$ cat config.mk
export PLATFORM = sky130hd
export DESIGN_NAME = sas_sequencer
export DESIGN_NICKNAME = d
export VERILOG_FILES = /design/src/design/sas_pkg.sv /design/src/design/sas_format.sv /design/src/design/sas_trigger.sv /design/src/design/sas_sequencer.sv
export SDC_FILE = /design/constraint.sdc
export NUM_CORES = 1
export LEC_CHECK = 0
export ABC_AREA = 1
export BUFFER_PORTS_ARGS = -buffer_cell sky130_fd_sc_hd__buf_2
export CORE_MARGIN = 2
export CORE_UTILIZATION = 47
export CTS_BUF_LIST = sky130_fd_sc_hd__clkbuf_16
export DETAILED_ROUTE_END_ITERATION = 8
export PLACE_DENSITY_LB_ADDON = 0.08
export SLEW_MARGIN = 10
export SYNTH_ARGS = -nofsm -noshare
export SYNTH_HDL_FRONTEND = slang
export SYNTH_HIERARCHICAL = 1
export SYNTH_SLANG_ARGS = --single-unit
$ cat constraint.sdc
create_clock -name pclk -period 3.2 [get_ports pclk]
set_input_delay 0.48 -clock pclk [delete_from_list [all_inputs] [get_ports pclk]]
set_output_delay 0.48 -clock pclk [all_outputs]
set_load 0.005 [all_outputs]
$ cat src/design/sas_pkg.sv
// shared constants and types of the converter sequencer
`default_nettype none
package sas_pkg;

  // ***********************************************************
  // register map (byte addresses)
  // ***********************************************************
  localparam logic [7:0] CTRL1_OFS    = 8'h00;
  localparam logic [7:0] CTRL2_OFS    = 8'h04;
  localparam logic [7:0] CTRL4_OFS    = 8'h08;
  localparam logic [7:0] INSEL_OFS    = 8'h0C;
  localparam logic [7:0] STATUS_OFS   = 8'h10;
  localparam logic [7:0] BUF_BASE_OFS = 8'h40;
  localparam int         BUF_WORDS    = 16;

  // ***********************************************************
  // field positions
  // ***********************************************************
  localparam int C1_ON     = 15;
  localparam int C1_SIDL   = 13;
  localparam int C1_BMODE  = 12;
  localparam int C1_RES12  = 10;
  localparam int C1_FMT    = 8;
  localparam int C1_SRC    = 5;
  localparam int C1_GRP    = 4;
  localparam int C1_SIM    = 3;
  localparam int C1_AUTO_SAMPLE_START   = 2;
  localparam int C1_SAMPLE_ACTIVE   = 1;
  localparam int C1_DONE   = 0;
  localparam int C2_SCAN   = 10;
  localparam int C2_CHANNEL_COUNT_SELECT   = 8;
  localparam int C2_SAMPLE_COUNT   = 2;
  localparam int C4_DMAEN  = 8;
  localparam logic [5:0] UPPER_INPUT_FIRST = 6'h20;

  // ***********************************************************
  // encodings and reset values
  // ***********************************************************
  localparam logic [2:0] SRC_MANUAL = 3'h0;
  localparam logic [2:0] SRC_AUTO   = 3'h7;
  localparam logic [15:0] REG_RESET = 16'h0000;

  // ***********************************************************
  // timing
  // ***********************************************************
  localparam int CLK_PERIOD_NS    = 5;
  localparam int SAMPLE_TIME_NS   = 100;
  localparam int CONV10_TIME_NS   = 600;
  localparam int CONV12_TIME_NS   = 1400;
  localparam int SAMPLE_CYCLES =
    (SAMPLE_TIME_NS + CLK_PERIOD_NS - 1) / CLK_PERIOD_NS;
  localparam int CONV10_CYCLES =
    (CONV10_TIME_NS + CLK_PERIOD_NS - 1) / CLK_PERIOD_NS;
  localparam int CONV12_CYCLES =
    (CONV12_TIME_NS + CLK_PERIOD_NS - 1) / CLK_PERIOD_NS;

  typedef enum logic [1:0] {
    SAS_IDLE    = 2'b00,
    SAS_SAMPLE  = 2'b01,
    SAS_CONVERT = 2'b11
  } sas_state_t;

endpackage : sas_pkg
`default_nettype wire

$ cat src/design/sas_format.sv
// result layout: integer, signed integer, fractional, signed fractional
`default_nettype none
module sas_format (
  // conversion input
  input  wire logic [11:0] raw,
  input  wire logic        res12,
  input  wire logic [1:0]  fmt,
  // formatted result
  output logic      [15:0] dout
);
  import sas_pkg::*;

  always_comb begin
    if (res12) begin
      case (fmt)
        2'h0:    dout = {4'h0, raw};
        2'h1:    dout = {{5{~raw[11]}}, raw[10:0]};
        2'h2:    dout = {raw, 4'h0};
        2'h3:    dout = {~raw[11], raw[10:0], 4'h0};
        default: dout = 16'h0000;
      endcase
    end else begin
      case (fmt)
        2'h0:    dout = {6'h00, raw[9:0]};
        2'h1:    dout = {{7{~raw[9]}}, raw[8:0]};
        2'h2:    dout = {raw[9:0], 6'h00};
        2'h3:    dout = {~raw[9], raw[8:0], 6'h00};
        default: dout = 16'h0000;
      endcase
    end
  end

endmodule : sas_format
`default_nettype wire

$ cat src/design/sas_trigger.sv
// selects the hardware trigger that ends sampling
`default_nettype none
module sas_trigger (
  // clock and reset
  input  wire logic       pclk,
  input  wire logic       presetn,
  // selection
  input  wire logic       grp,
  input  wire logic [2:0] src,
  // on-chip pulses
  input  wire logic [2:0] pwm_gen_trig,
  input  wire logic [3:0] seq_trig,
  input  wire logic       tmu_trig,
  input  wire logic       pwm_sec_trig,
  input  wire logic       timer5_trig,
  input  wire logic       pwm_pri_trig,
  input  wire logic       timer3_trig,
  // pin
  input  wire logic       ext_int_pin,
  // selected pulse
  output logic            hw_trig
);
  import sas_pkg::*;

  logic pin_meta;
  logic pin_sync;
  logic pin_last;

  // ***********************************************************
  // pin synchroniser and edge detect
  // ***********************************************************
  always_ff @(posedge pclk or negedge presetn) begin
    if (!presetn) begin
      pin_meta <= 1'b0;
      pin_sync <= 1'b0;
      pin_last <= 1'b0;
    end else begin
      pin_meta <= ext_int_pin;
      pin_sync <= pin_meta;
      pin_last <= pin_sync;
    end
  end

  always_comb begin
    if (grp) begin
      case (src)
        3'h0, 3'h1, 3'h2: hw_trig = pwm_gen_trig[src[1:0]];
        3'h3:    hw_trig = seq_trig[0];
        3'h4:    hw_trig = seq_trig[1];
        3'h5:    hw_trig = seq_trig[2];
        3'h6:    hw_trig = seq_trig[3];
        default: hw_trig = 1'b0;
      endcase
    end else begin
      case (src)
        3'h6:    hw_trig = tmu_trig;
        3'h5:    hw_trig = pwm_sec_trig;
        3'h4:    hw_trig = timer5_trig;
        3'h3:    hw_trig = pwm_pri_trig;
        3'h2:    hw_trig = timer3_trig;
        3'h1:    hw_trig = pin_sync & ~pin_last;
        default: hw_trig = 1'b0;
      endcase
    end
  end

endmodule : sas_trigger
`default_nettype wire

$ cat src/design/sas_sequencer.sv
// sample/convert sequencer of a successive-approximation converter
//
// The implementer's own choices: the APB register port and the address map.
`default_nettype none
module sas_sequencer (
  // clock and reset
  input  wire logic        pclk,
  input  wire logic        presetn,
  // apb slave
  input  wire logic        psel,
  input  wire logic        penable,
  input  wire logic        pwrite,
  input  wire logic [7:0]  paddr,
  input  wire logic [31:0] pwdata,
  output logic      [31:0] prdata,
  output logic             pready,
  output logic             pslverr,
  // trigger sources
  input  wire logic [2:0]  pwm_gen_trig,
  input  wire logic [3:0]  seq_trig,
  input  wire logic        tmu_trig,
  input  wire logic        pwm_sec_trig,
  input  wire logic        timer5_trig,
  input  wire logic        pwm_pri_trig,
  input  wire logic        timer3_trig,
  input  wire logic        ext_int_pin,
  // power state
  input  wire logic        idle_mode,
  // analog core
  input  wire logic [11:0] analog_result,
  output logic      [3:0]  sh_sample,
  output logic      [1:0]  conv_channel,
  output logic             converting,
  output logic      [5:0]  input_select,
  output logic             input_valid,
  // events and dma
  output logic             adc_event,
  output logic             scan_restart,
  output logic             dma_request,
  output logic             dma_addr_step,
  output logic      [3:0]  dma_buf_index
);
  import sas_pkg::*;

  // ***********************************************************
  // declarations
  // ***********************************************************
  logic        conv_on, idle_stop, build_mode, res12, trig_grp;
  logic        simultaneous_sample_q, auto_sample_start, sample_active, done, scan_en, dma_en;
  logic [1:0]  out_fmt, channel_count_select_q;
  logic [2:0]  trig_src;
  logic [4:0]  sample_count;
  logic [5:0]  insel;
  logic [15:0] rbuf [BUF_WORDS];
  sas_state_t  state, next_state;
  logic [8:0]  tmr;
  logic [1:0]  chan;
  logic [4:0]  cnt;
  logic        hw_trig, run, wr, manual_end, end_sample;
  logic        res_evt, last_chan, wrap, simultaneous_sample, fin_last;
  logic [1:0]  channel_count_select;
  logic [15:0] fmt_res;
  logic [3:0]  wr_idx;
  logic [8:0]  conv_len;

  // ***********************************************************
  // helpers
  // ***********************************************************
  function automatic logic [1:0] last_of(input logic [1:0] c);
    last_of = c[1] ? 2'h3 : {1'b0, c[0]};
  endfunction : last_of

  function automatic logic [4:0] limit_of(input logic [4:0] s,
                                          input logic d);
    limit_of = d ? s : {1'b0, s[3:0]};
  endfunction : limit_of

  function automatic logic mapped(input logic [7:0] a);
    mapped = (a == CTRL1_OFS) || (a == CTRL2_OFS) ||
             (a == CTRL4_OFS) || (a == INSEL_OFS) ||
             (a == STATUS_OFS) ||
             (a >= BUF_BASE_OFS && a[1:0] == 2'h0 &&
              a < BUF_BASE_OFS + 8'(4 * BUF_WORDS));
  endfunction : mapped

  assign simultaneous_sample   = simultaneous_sample_q & ~res12;
  assign channel_count_select     = res12 ? 2'h0 : channel_count_select_q;
  assign wr       = psel & penable & pwrite;
  assign run      = conv_on & ~(idle_stop & idle_mode);
  assign conv_len = res12 ? 9'(CONV12_CYCLES) : 9'(CONV10_CYCLES);
  assign last_chan = (chan == last_of(channel_count_select));
  assign res_evt  = run && state == SAS_CONVERT && tmr == conv_len - 9'h1;
  assign fin_last = res_evt & last_chan;
  assign wrap     = res_evt && cnt == limit_of(sample_count, dma_en);
  assign wr_idx   = dma_en ? 4'h0 : cnt[3:0];

  // software write of zero to the sample bit under manual code
  assign manual_end = wr && paddr == CTRL1_OFS && !pwdata[C1_SAMPLE_ACTIVE] &&
                      !trig_grp && trig_src == SRC_MANUAL;
  assign end_sample = run && state == SAS_SAMPLE && sample_active &&
    (manual_end ||
     hw_trig ||
     (!trig_grp && trig_src == SRC_AUTO &&
      tmr == 9'(SAMPLE_CYCLES - 1)));

  sas_trigger u_trig (
    .pclk         (pclk),
    .presetn      (presetn),
    .grp          (trig_grp),
    .src          (trig_src),
    .pwm_gen_trig (pwm_gen_trig),
    .seq_trig     (seq_trig),
    .tmu_trig     (tmu_trig),
    .pwm_sec_trig (pwm_sec_trig),
    .timer5_trig  (timer5_trig),
    .pwm_pri_trig (pwm_pri_trig),
    .timer3_trig  (timer3_trig),
    .ext_int_pin  (ext_int_pin),
    .hw_trig      (hw_trig)
  );

  sas_format u_fmt (
    .raw   (analog_result),
    .res12 (res12),
    .fmt   (out_fmt),
    .dout  (fmt_res)
  );

  // ***********************************************************
  // configuration registers
  // ***********************************************************
  always_ff @(posedge pclk or negedge presetn) begin
    if (!presetn) begin
      {conv_on, idle_stop, build_mode, res12} <= 4'h0;
      {out_fmt, trig_src, trig_grp, simultaneous_sample_q, auto_sample_start} <= 8'h00;
      {scan_en, channel_count_select_q, sample_count, dma_en} <= 9'h000;
      insel <= 6'h00;
    end else if (wr) begin
      case (paddr)
        CTRL1_OFS: begin
          conv_on    <= pwdata[C1_ON];
          idle_stop  <= pwdata[C1_SIDL];
          build_mode <= pwdata[C1_BMODE];
          res12      <= pwdata[C1_RES12];
          out_fmt    <= pwdata[C1_FMT +: 2];
          trig_src   <= pwdata[C1_SRC +: 3];
          trig_grp   <= pwdata[C1_GRP];
          simultaneous_sample_q   <= pwdata[C1_SIM];
          auto_sample_start       <= pwdata[C1_AUTO_SAMPLE_START];
        end
        CTRL2_OFS: begin
          scan_en <= pwdata[C2_SCAN];
          channel_count_select_q  <= pwdata[C2_CHANNEL_COUNT_SELECT +: 2];
          sample_count    <= pwdata[C2_SAMPLE_COUNT +: 5];
        end
        CTRL4_OFS: dma_en <= pwdata[C4_DMAEN];
        INSEL_OFS: insel  <= pwdata[5:0];
        default: ;
      endcase
    end
  end

  // ***********************************************************
  // sample and completion flags
  // ***********************************************************
  always_ff @(posedge pclk or negedge presetn) begin
    if (!presetn) begin
      sample_active <= 1'b0;
    end else if (end_sample) begin
      sample_active <= 1'b0;
    end else if (fin_last && auto_sample_start) begin
      sample_active <= 1'b1;
    end else if (wr && paddr == CTRL1_OFS && !pwdata[C1_AUTO_SAMPLE_START]) begin
      if (pwdata[C1_SAMPLE_ACTIVE]) begin
        sample_active <= 1'b1;
      end else if (state != SAS_SAMPLE || !run) begin
        sample_active <= 1'b0;
      end
    end
  end

  // set wins over a software clear in the same cycle
  always_ff @(posedge pclk or negedge presetn) begin
    if (!presetn) begin
      done <= 1'b0;
    end else if (fin_last) begin
      done <= 1'b1;
    end else if (end_sample) begin
      done <= 1'b0;
    end else if (wr && paddr == CTRL1_OFS && !pwdata[C1_DONE]) begin
      done <= 1'b0;
    end
  end

  // ***********************************************************
  // sequencer
  // ***********************************************************
  always_comb begin
    next_state = state;
    case (state)
      SAS_IDLE:    if (sample_active) next_state = SAS_SAMPLE;
      SAS_SAMPLE:  if (end_sample) next_state = SAS_CONVERT;
      SAS_CONVERT: if (fin_last) next_state = SAS_IDLE;
      default:     next_state = SAS_IDLE;
    endcase
  end

  always_ff @(posedge pclk or negedge presetn) begin
    if (!presetn) begin
      state <= SAS_IDLE;
    end else if (!conv_on) begin
      state <= SAS_IDLE;
    end else if (run) begin
      state <= next_state;
    end
  end

  // shared sample and conversion timer, channel index
  always_ff @(posedge pclk or negedge presetn) begin
    if (!presetn) begin
      tmr  <= 9'h000;
      chan <= 2'h0;
    end else if (!conv_on || (run && state == SAS_IDLE) ||
                 end_sample) begin
      tmr  <= 9'h000;
      chan <= 2'h0;
    end else if (res_evt) begin
      tmr  <= 9'h000;
      chan <= last_chan ? 2'h0 : chan + 2'h1;
    end else if (run && tmr != 9'h1FF) begin
      tmr  <= tmr + 9'h001;
    end
  end

  // ***********************************************************
  // result storage and conversion count
  // ***********************************************************
  always_ff @(posedge pclk) begin
    if (res_evt) begin
      rbuf[wr_idx] <= fmt_res;
    end
  end

  always_ff @(posedge pclk or negedge presetn) begin
    if (!presetn) begin
      cnt <= 5'h00;
    end else if (!conv_on) begin
      cnt <= 5'h00;
    end else if (wrap) begin
      cnt <= 5'h00;
    end else if (res_evt) begin
      cnt <= cnt + 5'h01;
    end
  end

  always_ff @(posedge pclk or negedge presetn) begin
    if (!presetn) begin
      adc_event     <= 1'b0;
      scan_restart  <= 1'b0;
      dma_request   <= 1'b0;
      dma_addr_step <= 1'b0;
      dma_buf_index <= 4'h0;
    end else begin
      adc_event     <= dma_en ? res_evt : wrap;
      scan_restart  <= wrap & scan_en;
      dma_request   <= res_evt & dma_en;
      dma_addr_step <= wrap & dma_en;
      if (res_evt) begin
        dma_buf_index <= build_mode ? cnt[3:0] : {2'h0, chan};
      end
    end
  end

  // ***********************************************************
  // analog core control
  // ***********************************************************
  always_comb begin
    sh_sample = 4'h0;
    for (int i = 0; i < 4; i++) begin
      if (2'(i) <= last_of(channel_count_select)) begin
        if (state == SAS_SAMPLE) begin
          sh_sample[i] = 1'b1;
        end else if (state == SAS_CONVERT && !simultaneous_sample) begin
          sh_sample[i] = 2'(i) > chan;
        end
      end
    end
  end

  assign conv_channel = chan;
  assign converting   = (state == SAS_CONVERT);
  assign input_select = insel;
  assign input_valid  = !(res12 && insel >= UPPER_INPUT_FIRST);

  // ***********************************************************
  // apb read path
  // ***********************************************************
  assign pready  = 1'b1;
  assign pslverr = psel & penable & ~mapped(paddr);

  always_ff @(posedge pclk or negedge presetn) begin
    if (!presetn) begin
      prdata <= 32'h00000000;
    end else if (psel && !penable) begin
      prdata <= 32'h00000000;
      case (paddr)
        CTRL1_OFS: prdata[15:0] <= {conv_on, 1'b0, idle_stop, build_mode,
          1'b0, res12, out_fmt, trig_src, trig_grp, simultaneous_sample,
          auto_sample_start, sample_active, done};
        CTRL2_OFS: prdata[15:0] <= {5'h00, scan_en, channel_count_select,
          1'b0, sample_count, 2'h0};
        CTRL4_OFS: prdata[C4_DMAEN] <= dma_en;
        INSEL_OFS: prdata[5:0] <= insel;
        STATUS_OFS: prdata[7:0] <= {1'b0, state, cnt};
        default: begin
          if (mapped(paddr)) begin
            prdata[15:0] <= rbuf[paddr[5:2]];
          end
        end
      endcase
    end
  end
endmodule : sas_sequencer
`default_nettype wire

## Word-level counts from Yosys, hierarchy flattened

Memory sizes are Yosys's and may differ from the RTL's.
Cells that the tools add are included.

| storage, ports and cells | value |
|---|---|
| register bits | 74 |
| bits in writable memories | 256 |
| input bits | 71 |
| output and inout port bits | 56 |
| word-level logic and storage cells | 208 |
| memories | 1 |

Memory list:

| memory | words | width | rd ports | clocked after Yosys merged registers in | write ports | line | RTL |
|---|---|---|---|---|---|---|---|
| rbuf | 16 | 16 | 1 | 0 | 1 | sas_sequencer.sv:54 | `logic [15:0] rbuf [BUF_WORDS];` |

| cells by class | value |
|---|---|
| $add $sub $neg | 4 |
| order comparisons | 12 |
| equal/unequal tests | 27 |
| mux-type cells | 57 |
| bitwise operators | 17 |
| reduce and logical (&&, ||, !) cells | 61 |

Operator list:

| operator | number |
|---|---|
| 16-bit one-hot mux with 4 select lines | 2 |
| 9-bit 2-to-1 mux | 4 |
| 16-bit 2-to-1 mux | 2 |
| 6-bit one-hot mux with 5 select lines | 1 |
| 1-bit 2-to-1 mux | 25 |
| 1-bit logical AND | 22 |
| 7-bit one-hot mux with 3 select lines | 1 |
| 2-bit 2-to-1 mux | 10 |
| 5-bit 2-to-1 mux | 4 |
| 8-bit by 4-bit == test with 1-bit output, second input constant | 2 |
| 3-bit == test, second input constant | 4 |
| 1-bit AND | 11 |
| 1-bit logical OR | 10 |
| 2-bit AND reduction | 5 |
| 9-bit by 1-bit adder with 9-bit output, second input constant | 1 |
| 9-bit by 5-bit == test with 1-bit output, second input constant | 1 |
| 9-bit == test | 1 |
| 1-bit logical NOT | 9 |
| 9-bit inequality test, second input constant | 1 |
| 3-bit nonzero test | 3 |
| 9-bit by 1-bit subtractor with 9-bit output, second input constant | 1 |
| 8-bit by 3-bit == test with 1-bit output, second input constant | 1 |
| 8-bit by 5-bit == test with 1-bit output, second input constant | 1 |
| 8-bit by 7-bit greater-or-equal comparator with 1-bit output, second input constant | 1 |
| other kinds (35) | 55 |

## Logic depth before layout (Yosys ltp)

| depth | value |
|---|---|
| depth in word-level cells | 13 |
| gate-level depth with buffers | 16 |
| depth with buffers taken out | 15 |

## Modules after synthesis

Netlist, hierarchy kept.

Modules (own cells, without submodules):

| module | instances | cells an instance | area each (um2) | seq. area each (um2) |
|---|---|---|---|---|
| sas_sequencer | 1 | 1135 | 13489.2 | 9464.1 |
| sas_format | 1 | 76 | 380.4 | 0.0 |
| sas_trigger | 1 | 47 | 300.3 | 75.1 |

## Least setup slack after synthesis

No wires, ideal clock.

| timing | value |
|---|---|
| kind | register to register |
| start | reg tmr[0] |
| end | mem rbuf[11][0] (enable) |
| library setup time | 388 ps |
| arrival | 2110 ps |
| required time | 2812 ps |
| slack | 701 ps |
| cell stages (with the launch flop) | 9 |
| buffers on the path | 1 |
| period minus slack after synthesis | 2499 ps |
| path through | dfrtp_1 ha_1 nand2_1 nor2_1 nand3_1 nor2_2 buf_2 nand3_1 nor2_1 |

| between the ends | value |
|---|---|
| word-level cells in the longest chain between the ends | 4 |

Ends and longest elaborated chain:

| element | line | RTL |
|---|---|---|
| start, declared | sas_sequencer.sv:56 | `logic [8:0] tmr;` |
| start signal, assigned | sas_sequencer.sv:231 | `tmr <= tmr + 9'h001;` |
| 9-bit == test | sas_sequencer.sv:92 | `assign res_evt = run && state == SAS_CONVERT && tmr == conv_len - 9'h1;` |
| 1-bit logical AND | sas_sequencer.sv:92 |  |
| 1-bit 2-to-1 mux | sas_sequencer.sv:239 | `if (res_evt) begin` |
| 1-bit 2-to-1 mux (implied by the code) | sas_sequencer.sv:240 | `rbuf[wr_idx] <= fmt_res;` |
| end, declared | sas_sequencer.sv:54 |  |

No other way between the ends.

## Worst setup path after layout

| timing | value |
|---|---|
| start | reg res12 |
| end | out sh_sample[1] |

| between the ends | value |
|---|---|
| word-level cells in the longest chain between the ends | 7 |
| elaborated cells between the ends (all ways) | 10 |
| those cells by class | 1 x order compare; 5 x mux; 2 x bitwise; 2 x reduce/logical |

Ends and longest elaborated chain:

| element | line | RTL |
|---|---|---|
| start, declared | sas_sequencer.sv:48 | `logic conv_on, idle_stop, build_mode, res12, trig_grp;` |
| start signal, assigned | sas_sequencer.sv:144 | `res12 <= pwdata[C1_RES12];` |
| 1-bit inverter | sas_sequencer.sv:86 | `assign simultaneous_sample = simultaneous_sample_q & ~res12;` |
| 1-bit AND | sas_sequencer.sv:86 |  |
| 1-bit logical NOT | sas_sequencer.sv:283 | `end else if (state == SAS_CONVERT && !simultaneous_sample) begin` |
| 1-bit logical AND | sas_sequencer.sv:283 |  |
| 1-bit 2-to-1 mux | sas_sequencer.sv:283 |  |
| 1-bit 2-to-1 mux | sas_sequencer.sv:281 | `if (state == SAS_SAMPLE) begin` |
| 1-bit 2-to-1 mux * | sas_sequencer.sv:280 | `if (2'(i) <= last_of(channel_count_select)) begin` |
| end, declared | sas_sequencer.sv:31 | `output logic [3:0] sh_sample,` |

Mark *: on every way between the ends. The rest lies on a longest branch, timed or not.

==> metrics.txt <==
HP Start ext_int_pin; vias in the first global route 9,327; design area 0.0163 mm^2; Synth cell types 49; CP arrival 1.98 ns; vias per cell 5.47; GRT Util Overall 0.239; Rel. slew slack 0.348; IO buf count 91; Peak Freq 407 MHz; first-pass GRT wire length 56.1 mm; Final nets 1,460; type of destination of the critical path output pin; Syn Area/Cell 11.3 um^2; Rows 63; Clk pin slew, worst setup/hold paths 0.06 ns; CTS H-tree depth 2; Hold Vio Cnt, Final 0; n_diodes 0; Synth Warn # 6; Post-DP Area 0.0151 mm^2; worst ir drop on vdd 0.000410 V; RR Endpoint rbuf[5][6]$_DFFE_PP_; CTS tree done; CTS resizes 0; outcome finished, final reports clean; core area 0.0296 mm^2; Tcrit/Tclk final 0.768; Final Non-Filler Cells 1,798; CTS buffer count 36; skew final 0.0101 ns; TNS Setup 0 ns; Max clock buf depth 3; max-slew violation count 0; CP max FO 9; R2R Path Start tmr[0]$_DFFE_PN0P_; r2r worst-path depth 8; # Post-CTS Setup Buffers 0; Hold EP u_trig/pin_meta$_DFF_PN0_; Detail Route Antenna Nets 0; IO Pins 127; Startpoint Class flop; clk_lat worst skew 0.52 ns; most frequent cells in the layout 256 x edfxtp_1, 192 x nor2_1, 187 x nand2_1, 90 x buf_2, 84 x inv_1; Final Core Density 0.548; clock sinks 330; filler cell count 2,629; Post-Syn Area 0.0142 mm^2; Synth Instances 1,258; 1st-pass router iterations 5; minimum clock period 2.46 ns; DP Cell Count 1,734; Final setup viols 0; clock root buffer clkbuf_16; slew at the pin with the worst max-slew slack 0.978 ns; initial core utilization 0.478; most common cell after layout, fill and taps aside edfxtp_1; Seq/Total Area, Yosys 0.673; die area 0.0316 mm^2; power density over the cells 574 mW/mm^2; Hold Crit Depth 1; RSZ-0062 raised after global routing no; static leakage 0.00640 uW; layout cells sized above 1 0.169; Worst Path Required 2.72 ns; routed vias 9,840; Setup CP Type flop to output pin; largest net degree at the start of global routing 75; die height 178 um; r2r setup slk 0.83 ns; most used flip-flop cell after synthesis edfxtp_1; RePlAce Congestion 0.870; DR iter-0 viols 1,004; Max-Cap Viols 0; wire length per cell 20.8 um; Hold WS 0.0806 ns; Post-synth ARST share 0.224; area delta synth->final 14.7%; Seq cells post-synth 330; Overflow after GRT 0; min-delay worst type primary input to flop; post-DP HPWL 24.6 mm; hold bufs inserted after CTS 0; EDFF count, synth 256; die width 178 um; Routed WL 37.3 mm; Residual DRC 0; initial antenna violation count 0
==> metrics by stage <==
step                total power (uW)  worst slack (ns)
floorplan                       5280             0.701
global placement                5560             0.589
detailed placement              5570             0.620
CTS                             9400             0.723
global route                    9680             0.583
finish                          9330             0.743
==> state kept, by name, summed over array words and instances, names as in the netlist, 2 cells and up <==
signal and flops:
rbuf 256, prdata 16, tmr 9, input_select 6, cnt 5, sample_count 5, dma_buf_index 4, trig_src 3
channel_count_select_q 2, conv_channel 2, out_fmt 2, state 2
==> cells in the mapped netlist, types with 2 or more instances <==
library cell | number | area, um^2
a211oi_1 | 3 | 22.5
a21oi_1 | 35 | 175
a22oi_1 | 7 | 52.6
a31oi_1 | 2 | 12.5
and2_1 | 2 | 12.5
buf_2 | 15 | 75.1
buf_4 | 28 | 210
buf_6 | 8 | 90.1
clkbuf_1 | 16 | 60.1
clkinv_1 | 2 | 7.51
conb_1 | 2 | 7.51
dfrtp_1 | 74 | 1850
edfxtp_1 | 256 | 7690
ha_1 | 6 | 75.1
inv_1 | 77 | 289
inv_2 | 5 | 18.8
inv_6 | 2 | 17.5
mux2_2 | 2 | 22.5
nand2_1 | 189 | 709
nand2_2 | 5 | 31.3
nand3_1 | 62 | 310
nand3_2 | 3 | 30.0
nand3b_1 | 11 | 82.6
nand4_1 | 16 | 100
nor2_1 | 194 | 728
nor2_2 | 4 | 25.0
nor2_4 | 2 | 22.5
nor3_1 | 7 | 35.0
nor4_1 | 4 | 25.0
o2111ai_1 | 7 | 61.3
o211ai_1 | 13 | 97.6
o21ai_0 | 67 | 335
o21ai_1 | 12 | 60.1
o221ai_1 | 2 | 17.5
o22ai_1 | 73 | 457
o31ai_1 | 3 | 22.5
or2_2 | 20 | 125
xnor2_1 | 3 | 26.3
xor2_1 | 9 | 78.8
==> per-layer routing <==
layer | global-route usage | share of wire | vias to the layer above
met4 | 0.0594 | 0.020 | 0
met5 | 0 | 0 | -
met3 | 0.0315 | 0.059 | 51
met2 | 0.395 | 0.48 | 312
li1 | - | - | 4655
met1 | 0.335 | 0.44 | 4822
==> power by group <==
part	switching, uW	internal [uW]	leakage, uW
Combinational	494	241	0.00257
Sequential	61.9	4680	0.00326
Clock	1620	2230	0.000565
Total	2180	7150	0.00640
==> cell type report <==
| class | count | area (um^2) | share of cell area |
|---|---|---|---|
| flip-flops and latches | 330 | 9540 | 0.587 |
| multi-input cells | 789 | 3930 | 0.242 |
| clock buffers | 38 | 951 | 0.0585 |
| repair buffers | 140 | 863 | 0.0531 |
| well taps | 390 | 488 | 0.0300 |
| inverters | 86 | 333 | 0.0205 |
| clock inverters | 25 | 151 | 0.00932 |
==> worst max-delay path by stage <==
stage	cells past startpoint	startpoint	end	slack, ns
3_5_place_dp	10	paddr[2]	prdata[12]$_DFFE_PN0P_	0.62
5_1_grt	5	res12$_DFFE_PN0N_	sh_sample[1]	0.58
6_report	5	res12$_DFFE_PN0N_	sh_sample[1]	0.74
2_1_floorplan	8	tmr[0]$_DFFE_PN0P_	rbuf[11][0]$_DFFE_PP_	0.70
4_1_cts	5	res12$_DFFE_PN0N_	sh_sample[1]	0.72
3_3_place_gp	10	paddr[2]	prdata[12]$_DFFE_PN0P_	0.59
==> cell families after synthesis <==
group                      share of synthesized area
other                                       0.000530
muxes                                        0.00159
AOI/OAI and AO/OA                             0.0954
DFF                                            0.673
and+or+nand+nor                                0.162
adders and majority gates                    0.00530
buffers and inverters                         0.0545
xor gates and xnor gates                     0.00742
==> worst max-delay path: stages (launching register included) <==
cell	delay (ns)
dfrtp_1	0.41
clkinv_1	0.33
a21oi_1	0.36
nand2_1	0.09
a21oi_1	0.15
buf_2	0.13
(Power assumes the default switching activity.)
